**config.mk**
```make
export PLATFORM = sky130hd
export DESIGN_NAME = timing_event_stream_receiver_flat
export DESIGN_NICKNAME = d
export VERILOG_FILES = /design/src/hw/evstream_pkg.sv /design/src/hw/evstream_if.sv /design/src/hw/timing_event_stream_receiver.sv /design/src/flat_wrapper.sv
export SDC_FILE = /design/constraint.sdc
export NUM_CORES = 1
export LEC_CHECK = 0
export BUFFER_PORTS_ARGS = -buffer_cell sky130_fd_sc_hd__buf_2
export CAP_MARGIN = 10
export CORE_ASPECT_RATIO = 0.75
export CORE_UTILIZATION = 40
export CTS_CLUSTER_DIAMETER = 50
export DETAILED_ROUTE_END_ITERATION = 6
export PLACE_DENSITY = 0.57
export SLEW_MARGIN = 25
export SYNTH_ARGS = -nofsm -noshare
export SYNTH_HDL_FRONTEND = slang
export SYNTH_SLANG_ARGS = --single-unit
```
**constraint.sdc**
```tcl
create_clock -name clk_i -period 11.3 [get_ports clk_i]
set_clock_uncertainty 0.2 [all_clocks]
set_input_delay 1.13 -clock clk_i [delete_from_list [all_inputs] [get_ports clk_i]]
set_output_delay 1.13 -clock clk_i [all_outputs]
set_load 0.01 [all_outputs]
```
**src/hw/evstream_pkg.sv**
```systemverilog
// Purpose: Shared constants and 8b/10b encoder for the event stream
// Assumes: Characters are {abcdei,fghj}, bit 9 (a) sent first
// Notes: Only K28.0, K28.1 and K28.5 are needed as control characters
package evstream_pkg;
    localparam int CODE_W = 8;
    localparam int CHAR_W = 10;
    localparam logic [7:0] EV_NULL = 8'h00;
    localparam logic [7:0] EV_SEC0 = 8'h70;
    localparam logic [7:0] EV_SEC1 = 8'h71;
    localparam logic [7:0] EV_LOG_STOP = 8'h79;
    localparam logic [7:0] EV_BEACON = 8'h7a;
    localparam logic [7:0] EV_PRESC_SYNC = 8'h7b;
    localparam logic [7:0] EV_TS_INC = 8'h7c;
    localparam logic [7:0] EV_TS_RST = 8'h7d;
    localparam logic [7:0] EV_SEQ_END = 8'h7f;
    localparam logic [7:0] K_START = 8'h1c;
    localparam logic [7:0] K_END = 8'h3c;
    localparam logic [7:0] K_COMMA = 8'hbc;
    localparam logic [1:0] COMMA_CYCLE = 2'h0;
    localparam logic [15:0] CSUM_INIT = 16'hffff;
    localparam int FIFO_DEPTH = 8;
    localparam int DLY_DEPTH = 16;
    localparam int HB_TIMEOUT = 100000;

    // Returns {running disparity out, character}; rd 1 means RD+
    function automatic logic [10:0] enc8b10b(input logic k, input logic [7:0] b,
                                             input logic rd);
        logic [5:0] s6;
        logic [3:0] s4;
        logic rdx;
        logic rdm;
        logic [9:0] c;
        rdx = k ? 1'b0 : rd;
        case (b[4:0])
            5'd0: s6 = 6'b100111;  5'd1: s6 = 6'b011101;  5'd2: s6 = 6'b101101;
            5'd3: s6 = 6'b110001;  5'd4: s6 = 6'b110101;  5'd5: s6 = 6'b101001;
            5'd6: s6 = 6'b011001;  5'd7: s6 = 6'b111000;  5'd8: s6 = 6'b111001;
            5'd9: s6 = 6'b100101;  5'd10: s6 = 6'b010101; 5'd11: s6 = 6'b110100;
            5'd12: s6 = 6'b001101; 5'd13: s6 = 6'b101100; 5'd14: s6 = 6'b011100;
            5'd15: s6 = 6'b010111; 5'd16: s6 = 6'b011011; 5'd17: s6 = 6'b100011;
            5'd18: s6 = 6'b010011; 5'd19: s6 = 6'b110010; 5'd20: s6 = 6'b001011;
            5'd21: s6 = 6'b101010; 5'd22: s6 = 6'b011010; 5'd23: s6 = 6'b111010;
            5'd24: s6 = 6'b110011; 5'd25: s6 = 6'b100110; 5'd26: s6 = 6'b010110;
            5'd27: s6 = 6'b110110; 5'd28: s6 = 6'b001110; 5'd29: s6 = 6'b101110;
            5'd30: s6 = 6'b011110; default: s6 = 6'b101011;
        endcase
        if (k) begin
            s6 = 6'b001111;
        end else if (rdx && ($countones(s6) != 3 || b[4:0] == 5'd7)) begin
            s6 = ~s6;
        end
        rdm = ($countones(s6) == 3) ? rdx : ($countones(s6) > 3);
        case (b[7:5])
            3'd0: s4 = 4'b1011;  3'd1: s4 = 4'b1001;  3'd2: s4 = 4'b0101;
            3'd3: s4 = 4'b1100;  3'd4: s4 = 4'b1101;  3'd5: s4 = 4'b1010;
            3'd6: s4 = 4'b0110;  default: s4 = 4'b1110;
        endcase
        // Alternate D.x.7 avoids a run of five equal bits
        if (b[7:5] == 3'd7 && !k && ((!rdm && (b[4:0] == 5'd17 || b[4:0] == 5'd18 ||
            b[4:0] == 5'd20)) || (rdm && (b[4:0] == 5'd11 || b[4:0] == 5'd13 ||
            b[4:0] == 5'd14)))) begin
            s4 = 4'b0111;
        end
        if (rdm && ($countones(s4) != 2 || b[7:5] == 3'd3)) begin
            s4 = ~s4;
        end
        c = {s6, s4};
        if (k && rd) begin
            c = ~c;
        end
        enc8b10b = {(($countones(c) == 5) ? rd : ($countones(c) > 5)), c};
    endfunction : enc8b10b
endpackage : evstream_pkg

```
**src/hw/evstream_if.sv**
```systemverilog
// Purpose: Link carrying two encoded characters per event clock cycle
// Assumes: Both ends share clk_i
// Notes: The testbench joins the two ends through this interface
`timescale 1ns/1ns
interface evstream_if;
    logic [9:0] ev_char;
    logic [9:0] dat_char;
    modport tx (output ev_char, output dat_char);
    modport rx (input ev_char, input dat_char);
endinterface : evstream_if

```
**src/hw/timing_event_stream_receiver.sv**
```systemverilog
// Purpose: Event receiver end: decode, align, act on special codes
// Assumes: Link characters come from logic on clk_i
// Notes: Decoding ignores disparity errors; unknown characters read as null
`timescale 1ns/1ns
module timing_event_stream_receiver #(
    parameter int HB_LIMIT = evstream_pkg::HB_TIMEOUT,
    parameter int DLY_N = evstream_pkg::DLY_DEPTH
) (
    input wire logic clk_i,
    input wire logic arst_n_i,
    evstream_if.rx link,
    input wire logic [3:0] meas_delay_i,
    input wire logic [3:0] target_delay_i,
    input wire logic log_restart_i,
    output logic locked_o,
    output logic event_valid_o,
    output logic [7:0] event_code_o,
    output logic beacon_o,
    output logic presc_sync_o,
    output logic log_stop_o,
    output logic hb_timeout_o,
    output logic [31:0] ts_count_o,
    output logic [31:0] seconds_o,
    output logic [7:0] dbus_o,
    output logic buf_byte_valid_o,
    output logic [7:0] buf_byte_o,
    output logic [7:0] buf_seg_o,
    output logic buf_done_o,
    output logic buf_csum_ok_o
);
    typedef enum logic [2:0] {
        RX_IDLE = 3'b000,
        RX_SEG = 3'b001,
        RX_DATA = 3'b010,
        RX_CSH = 3'b011,
        RX_CSL = 3'b100
    } rx_state_t;

    // Returns {known, k, byte} by trying every data character and the three control characters
    function automatic logic [9:0] dec(input logic [9:0] c);
        logic [10:0] e;
        dec = 10'h000;
        for (int i = 0; i < 256; i++) begin
            for (int r = 0; r < 2; r++) begin
                e = evstream_pkg::enc8b10b(1'b0, 8'(i), r[0]);
                if (e[9:0] == c) begin
                    dec = {2'b10, 8'(i)};
                end
            end
        end
        for (int r = 0; r < 2; r++) begin
            if (evstream_pkg::enc8b10b(1'b1, evstream_pkg::K_COMMA, r[0]) == {1'b0, c} ||
                evstream_pkg::enc8b10b(1'b1, evstream_pkg::K_COMMA, r[0]) == {1'b1, c}) begin
                dec = {2'b11, evstream_pkg::K_COMMA};
            end
            if (evstream_pkg::enc8b10b(1'b1, evstream_pkg::K_START, r[0]) ==
                {r[0], c} ||
                evstream_pkg::enc8b10b(1'b1, evstream_pkg::K_START, r[0]) ==
                {~r[0], c}) begin
                dec = {2'b11, evstream_pkg::K_START};
            end
            if (evstream_pkg::enc8b10b(1'b1, evstream_pkg::K_END, r[0]) == {1'b0, c} ||
                evstream_pkg::enc8b10b(1'b1, evstream_pkg::K_END, r[0]) == {1'b1, c}) begin
                dec = {2'b11, evstream_pkg::K_END};
            end
        end
    endfunction : dec

    localparam int AW = $clog2(DLY_N);
    logic [8:0] dmem [DLY_N];
    logic [AW-1:0] wp_reg;
    logic [9:0] de, dd;
    logic comma, even, ev_ok;
    logic [3:0] dly;
    logic [8:0] ev_d;
    logic phase_reg, phase_next, lock_reg, lock_next;
    rx_state_t st_reg, st_next;
    logic [15:0] csum_reg, csum_next;
    logic [7:0] hi_reg, hi_next, seg_reg, seg_next, byte_reg, byte_next;
    logic bv_reg, bv_next, done_reg, done_next, ok_reg, ok_next;
    logic [7:0] dbus_reg, dbus_next, code_reg, code_next;
    logic evv_reg, evv_next, bcn_reg, bcn_next, ps_reg, ps_next, stop_reg, stop_next;
    logic [31:0] ts_reg, ts_next, sh_reg, sh_next, sec_reg, sec_next;
    logic [31:0] hb_reg, hb_next;

    assign de = dec(link.ev_char);
    assign dd = dec(link.dat_char);
    assign comma = de[9] && de[8] && (de[7:0] == evstream_pkg::K_COMMA);
    // Comma only lands on even cycles, so it fixes the slot phase
    assign even = comma || !phase_reg; // RL18
    assign ev_ok = de[9] && !de[8] && (de[7:0] != evstream_pkg::EV_NULL); // RL5
    assign dly = (target_delay_i > meas_delay_i) ? target_delay_i - meas_delay_i : 4'h0;
    // Delay line brings total latency up to the target
    assign ev_d = (dly == 4'h0) ? {ev_ok, de[7:0]} : dmem[wp_reg - AW'(dly)]; // RL19

    always_ff @(posedge clk_i) begin
        dmem[wp_reg] <= {ev_ok, de[7:0]};
    end

    always_comb begin
        phase_next = even;
        lock_next = lock_reg || comma; // RL18
        st_next = st_reg;
        csum_next = csum_reg;
        hi_next = hi_reg;
        seg_next = seg_reg;
        byte_next = byte_reg;
        bv_next = 1'b0;
        done_next = 1'b0;
        ok_next = ok_reg;
        dbus_next = dbus_reg;
        if (lock_reg || comma) begin
            if (even) begin
                dbus_next = dd[7:0]; // RL12 RL20
            end else if (dd[9] && dd[8] && dd[7:0] == evstream_pkg::K_START) begin
                st_next = RX_SEG; // RL14
            end else begin
                case (st_reg)
                    RX_SEG: begin
                        seg_next = dd[7:0]; // RL15
                        csum_next = evstream_pkg::CSUM_INIT - {8'h00, dd[7:0]};
                        st_next = RX_DATA;
                    end
                    RX_DATA: begin
                        if (dd[8]) begin
                            st_next = RX_CSH; // RL14
                        end else begin
                            byte_next = dd[7:0]; // RL16
                            bv_next = 1'b1;
                            csum_next = csum_reg - {8'h00, dd[7:0]};
                        end
                    end
                    RX_CSH: begin
                        hi_next = dd[7:0];
                        st_next = RX_CSL;
                    end
                    RX_CSL: begin
                        ok_next = ({hi_reg, dd[7:0]} == csum_reg); // RL17
                        done_next = 1'b1;
                        st_next = RX_IDLE;
                    end
                    default: begin
                        st_next = RX_IDLE;
                    end
                endcase
            end
        end
        evv_next = ev_d[8];
        code_next = ev_d[7:0];
        bcn_next = ev_d[8] && ev_d[7:0] == evstream_pkg::EV_BEACON; // RL9
        ps_next = ev_d[8] && ev_d[7:0] == evstream_pkg::EV_PRESC_SYNC; // RL11
        // Stop request wins over a restart in the same cycle
        stop_next = (stop_reg && !log_restart_i) ||
                    (ev_d[8] && ev_d[7:0] == evstream_pkg::EV_LOG_STOP); // RL8
        sh_next = sh_reg;
        ts_next = ts_reg;
        sec_next = sec_reg;
        if (ev_d[8] && (ev_d[7:0] == evstream_pkg::EV_SEC0 ||
                        ev_d[7:0] == evstream_pkg::EV_SEC1)) begin
            sh_next = {sh_reg[30:0], ev_d[0]}; // RL7
        end
        if (ev_d[8] && ev_d[7:0] == evstream_pkg::EV_TS_INC) begin
            ts_next = ts_reg + 32'h1; // RL11
        end
        if (ev_d[8] && ev_d[7:0] == evstream_pkg::EV_TS_RST) begin
            ts_next = 32'h0; // RL11
            sec_next = sh_reg;
        end
        hb_next = bcn_next ? 32'h0 : // RL9
                  (hb_reg == 32'(HB_LIMIT)) ? hb_reg : hb_reg + 32'h1;
    end

    always_ff @(posedge clk_i or negedge arst_n_i) begin
        if (!arst_n_i) begin
            wp_reg <= '0;
            phase_reg <= 1'b0;
            lock_reg <= 1'b0;
            st_reg <= RX_IDLE;
            csum_reg <= 16'h0000;
            hi_reg <= 8'h00;
            seg_reg <= 8'h00;
            byte_reg <= 8'h00;
            bv_reg <= 1'b0;
            done_reg <= 1'b0;
            ok_reg <= 1'b0;
            dbus_reg <= 8'h00;
            evv_reg <= 1'b0;
            code_reg <= 8'h00;
            bcn_reg <= 1'b0;
            ps_reg <= 1'b0;
            stop_reg <= 1'b0;
            sh_reg <= 32'h0;
            ts_reg <= 32'h0;
            sec_reg <= 32'h0;
            hb_reg <= 32'h0;
        end else begin
            wp_reg <= wp_reg + 1'b1;
            phase_reg <= phase_next;
            lock_reg <= lock_next;
            st_reg <= st_next;
            csum_reg <= csum_next;
            hi_reg <= hi_next;
            seg_reg <= seg_next;
            byte_reg <= byte_next;
            bv_reg <= bv_next;
            done_reg <= done_next;
            ok_reg <= ok_next;
            dbus_reg <= dbus_next;
            evv_reg <= evv_next;
            code_reg <= code_next;
            bcn_reg <= bcn_next;
            ps_reg <= ps_next;
            stop_reg <= stop_next;
            sh_reg <= sh_next;
            ts_reg <= ts_next;
            sec_reg <= sec_next;
            hb_reg <= hb_next;
        end
    end

    assign locked_o = lock_reg;
    assign event_valid_o = evv_reg;
    assign event_code_o = code_reg;
    assign beacon_o = bcn_reg;
    assign presc_sync_o = ps_reg;
    assign log_stop_o = stop_reg;
    assign hb_timeout_o = (hb_reg == 32'(HB_LIMIT));
    assign ts_count_o = ts_reg;
    assign seconds_o = sec_reg;
    assign dbus_o = dbus_reg;
    assign buf_byte_valid_o = bv_reg;
    assign buf_byte_o = byte_reg;
    assign buf_seg_o = seg_reg;
    assign buf_done_o = done_reg;
    assign buf_csum_ok_o = ok_reg;
endmodule : timing_event_stream_receiver

```
**src/flat_wrapper.sv**
```systemverilog
// flat-port wrapper written by rule: the top's interface ports become plain ports
module timing_event_stream_receiver_flat 
#(
    parameter int HB_LIMIT = evstream_pkg::HB_TIMEOUT,
    parameter int DLY_N = evstream_pkg::DLY_DEPTH
)
  (clk_i, arst_n_i, meas_delay_i, target_delay_i, log_restart_i, locked_o, event_valid_o, event_code_o, beacon_o, presc_sync_o, log_stop_o, hb_timeout_o, ts_count_o, seconds_o, dbus_o, buf_byte_valid_o, buf_byte_o, buf_seg_o, buf_done_o, buf_csum_ok_o, link_ev_char, link_dat_char);
  evstream_if link_i ();
  input wire logic clk_i;
  input wire logic arst_n_i;
  input wire logic [3:0] meas_delay_i;
  input wire logic [3:0] target_delay_i;
  input wire logic log_restart_i;
  output logic locked_o;
  output logic event_valid_o;
  output logic [7:0] event_code_o;
  output logic beacon_o;
  output logic presc_sync_o;
  output logic log_stop_o;
  output logic hb_timeout_o;
  output logic [31:0] ts_count_o;
  output logic [31:0] seconds_o;
  output logic [7:0] dbus_o;
  output logic buf_byte_valid_o;
  output logic [7:0] buf_byte_o;
  output logic [7:0] buf_seg_o;
  output logic buf_done_o;
  output logic buf_csum_ok_o;
  input wire logic [$bits(link_i.ev_char)-1:0] link_ev_char;
  input wire logic [$bits(link_i.dat_char)-1:0] link_dat_char;
  assign link_i.ev_char = link_ev_char;
  assign link_i.dat_char = link_dat_char;
  timing_event_stream_receiver #(.HB_LIMIT(HB_LIMIT), .DLY_N(DLY_N)) u_core (.clk_i(clk_i), .arst_n_i(arst_n_i), .link(link_i), .meas_delay_i(meas_delay_i), .target_delay_i(target_delay_i), .log_restart_i(log_restart_i), .locked_o(locked_o), .event_valid_o(event_valid_o), .event_code_o(event_code_o), .beacon_o(beacon_o), .presc_sync_o(presc_sync_o), .log_stop_o(log_stop_o), .hb_timeout_o(hb_timeout_o), .ts_count_o(ts_count_o), .seconds_o(seconds_o), .dbus_o(dbus_o), .buf_byte_valid_o(buf_byte_valid_o), .buf_byte_o(buf_byte_o), .buf_seg_o(buf_seg_o), .buf_done_o(buf_done_o), .buf_csum_ok_o(buf_csum_ok_o));
endmodule
```
==> flow_metrics.env <==
export IMPL_clk_pin_slew_ns=0.07
export IMPL_netlist_area_leader_share_pct=19.0
export IMPL_cts_buffer_depth=3
export IMPL_yosys_area_top_type="dfrtp_1"
export IMPL_pwr_share_clk_pct=29.6
export IMPL_ant_nets=0
export IMPL_rows=80
export IMPL_switching_share_pct=35.1
export IMPL_cap_violations=0
export IMPL_postPlaceCellArea_um2=27600
export IMPL_cp_cell_sequence="buf_2, ha_1, inv_1, fa_1, nand3_1, a21oi_1, nand2_1, ha_1, and3b_1, o21a_1, o2111ai_2, and2_1, buf_4, mux4_2, nor3_1, o31ai_1, o31ai_1, nand4_2, a21oi_2, or4b_2, buf_4, mux2_4"
export IMPL_reg2reg_depth=15
export IMPL_setup_viol=0
export IMPL_cp_start_kind="primary input"
export IMPL_vias=28035
export IMPL_period_needed_ns=7.86
export IMPL_final_max_slew_viol_count=0
export IMPL_p_leak_nw=11.1
export IMPL_dp_cells=3861
export IMPL_holdWs_ns=0.282
export IMPL_num_io_pins=136
export IMPL_start_util_pct=40.9
export IMPL_r2r_start="u_core.wp_reg[2]"
export IMPL_antenna_found_initial=5
export IMPL_wl_um=128000
export IMPL_post_drt_wl_per_cell_um=32.7
export IMPL_fp_dieH_um=224
export IMPL_netlist_area_um2=26300
export IMPL_synth_edf_count=144
export IMPL_synth_distinct_cells=107
export IMPL_clk_insertion_delay_late_ns=0.57
export IMPL_crit_slowest_cell="or4b_2"
export IMPL_syn_inst=3033
export IMPL_crit_type="primary input to flip-flop"
export IMPL_core_area_um2=64300
export IMPL_clock_sink_count=344
export IMPL_power_mw=3.66
export IMPL_avgSynthCellArea_um2=8.67
export IMPL_grt_pass1_wl_um=185000
export IMPL_syn_to_final_growth_pct=9.32
export IMPL_drt_pre_antenna_iters=7
export IMPL_r2r_slack_ns=4.61
export IMPL_internal_power_mw=2.38
export IMPL_yosys_top_cells_area="dfrtp_1, edfxtp_1, nand2_1"
export IMPL_drc=11
export IMPL_p_comb_share_pct=29.8
export IMPL_ys_warn_count=0
export IMPL_finalNonFillerCells=3923
export IMPL_fin_nets=3089
export IMPL_slew_headroom_pct=31.4
export IMPL_hold_violations=0
export IMPL_grt_pass1_vias=25877
export IMPL_first_iter_violations=5176
export IMPL_via_per_inst=7.15
export IMPL_clock_root_buffer="clkbuf_16"
export IMPL_finalWeightedCongestion=1.10
export IMPL_final_util_pct=44.7
export IMPL_vdd_drop_max_uv=165
export IMPL_dp_slack_ns=3.02
export IMPL_holdBufCountCts=0
export IMPL_dieArea_um2=66800
export IMPL_largest_reg_flops=144
export IMPL_die_x_um=298
export IMPL_largest_register="u_core.dmem"
export IMPL_ctsResizeCount=0
export IMPL_hold_class="primary input to asynchronous set/reset pin"
export IMPL_fmax_mhz=127
export IMPL_numCtsBuffers=30
export IMPL_htreeDepth=1
export IMPL_cp_data_arrival_time_ns=8.12
export IMPL_fillCellCount=6343
export IMPL_dp_hpwl_um=90800
export IMPL_fin_ws_ns=3.44
export IMPL_power_density_nw_per_um2=128
export IMPL_max_stage_delay_ns=1.02
export IMPL_status="finished, violations left"
export IMPL_rsz0062_at_grt="no"
export IMPL_path_max_fanout=30
export IMPL_power_frac_seq_pct=40.6
export IMPL_syn_nets=3089
export IMPL_grt_ovfl_total=0
export IMPL_globalRouteTotalUtil_pct=37.1
export IMPL_cts_tree="yes"
export IMPL_grt_max_degree=122
export IMPL_async_flop_share_pct=58.1
export IMPL_port_buffer_count=135
export IMPL_synthFlopType="dfrtp_1"
export IMPL_violations="design-rule violations"
export IMPL_final_setup_tns_ns=0
export IMPL_synth_seq_cells=344
export IMPL_finalCritPeriodShare_pct=69.6
export IMPL_regToRegEndpoint="u_core.sh_reg[8]"
export IMPL_switching_power_mw=1.29
export IMPL_drive_gt1_share_pct=14.8
export IMPL_design_area_um2=28700
export IMPL_end_kind="flip-flop"
export IMPL_post_cts_buffers=0
export IMPL_tightest_slew_ns=1.02
export IMPL_critPathRequiredTime_ns=11.55
export IMPL_ys_seq_area_share_pct=35.5
[worst max-delay path: cells and delay by family]
kind,cells,cell delay [ns]
fa+ha+maj,3,0.77
buf+inv,4,0.94
mux,2,0.69
compound gates,6,2.23
simple gates,7,2.28
[placed cells by master (no fill, tap or decap), drive strengths merged, types with 22 or more instances in the layout]
| cell type | count |
|---|---|
| o22ai | 80 |
| nand2 | 294 |
| edfxtp | 144 |
| inv | 53 |
| nor3 | 90 |
| and2 | 39 |
| nor2 | 238 |
| nand3 | 123 |
| xor2 | 40 |
| a31oi | 40 |
| buf | 236 |
| ha | 22 |
| clkbuf | 39 |
| a21o | 25 |
| nor2b | 63 |
| nand2b | 57 |
| o211ai | 31 |
| nand4 | 64 |
| mux2 | 85 |
| nor4 | 44 |
| a21oi | 184 |
| and3 | 51 |
| dfrtp | 200 |
| a22oi | 38 |
| xnor2 | 40 |
| nor4bb | 27 |
| o32ai | 23 |
| o21ai | 186 |
| a211oi | 39 |
| nand3b | 22 |
[synth_stat cells (all sizes together), types with 39 or more instances]
master / instances
nand2: 294
xor2: 40
mux2: 85
a211oi: 39
and3: 51
xnor2: 40
dfrtp: 200
o22ai: 80
nor2b: 63
a21oi: 184
o21ai: 186
nand3: 123
a31oi: 40
clkbuf: 146
edfxtp: 144
nor2: 238
inv: 50
nand2b: 57
nand4: 64
buf: 122
and2: 39
nor3: 90
nor4: 44
[metal layers]
layer / vias up / routed length, um / GRT usage, %
met1: 13790 / 52200 / 51.2
met4: 2 / 7360 / 17.6
met3: 497 / 16700 / 12.1
met5: - / 12 / 0
li1: 11568 / - / -
met2: 2178 / 52200 / 52.0
[logic make-up (layout without fill, tap and decap cells)]
family,count (synthesis),in the layout,share of synthesized area [%]
multiplexers,114,114,6.19
XOR/XNOR,80,80,2.75
flip-flops,344,344,35.5
buffers and inverters,320,344,5.71
AO/OA/AOI/OAI,903,903,23.3
other,0,5,0
AND/OR/NAND/NOR,1245,1245,25.2
adder cells (fa/ha/maj),27,27,1.35
[layout make-up]
| type | instances | area [um^2] | area share, % |
|---|---|---|---|
| inverters | 52 | 195 | 0.679 |
| repair buffers | 236 | 1480 | 5.14 |
| clock buffers | 39 | 847 | 2.95 |
| clock inverters | 17 | 184 | 0.640 |
| well taps | 861 | 1080 | 3.75 |
| flip-flops and latches | 344 | 9330 | 32.5 |
| multi-input cells | 2369 | 15600 | 54.3 |
| diodes | 5 | 12.5 | 0.0435 |
[power by group through the flow]
stage	registers (mW)	logic [mW]	clock network (mW)
floorplan	1.51	0.675	0
global placement	1.51	1.04	0
detailed placement	1.51	1.04	0
CTS	1.49	1.05	1.10
global route	1.50	1.16	1.15
finish	1.49	1.09	1.08
[worst max-delay path by stage]
stage | startpoint | slack (ns) | to
after detailed placement | meas_delay_i[0] | 3.02 | u_core.sh_reg[8]
after floorplan | link_dat_char[8] | 4.87 | u_core.csum_reg[13]
after global placement | target_delay_i[0] | 2.84 | u_core.sh_reg[4]
after global routing | meas_delay_i[0] | 3.13 | u_core.sh_reg[12]
after CTS | meas_delay_i[0] | 3.60 | u_core.sh_reg[8]
final | meas_delay_i[0] | 3.44 | u_core.sh_reg[8]
Note: power is estimated with default switching activity, not from simulation.
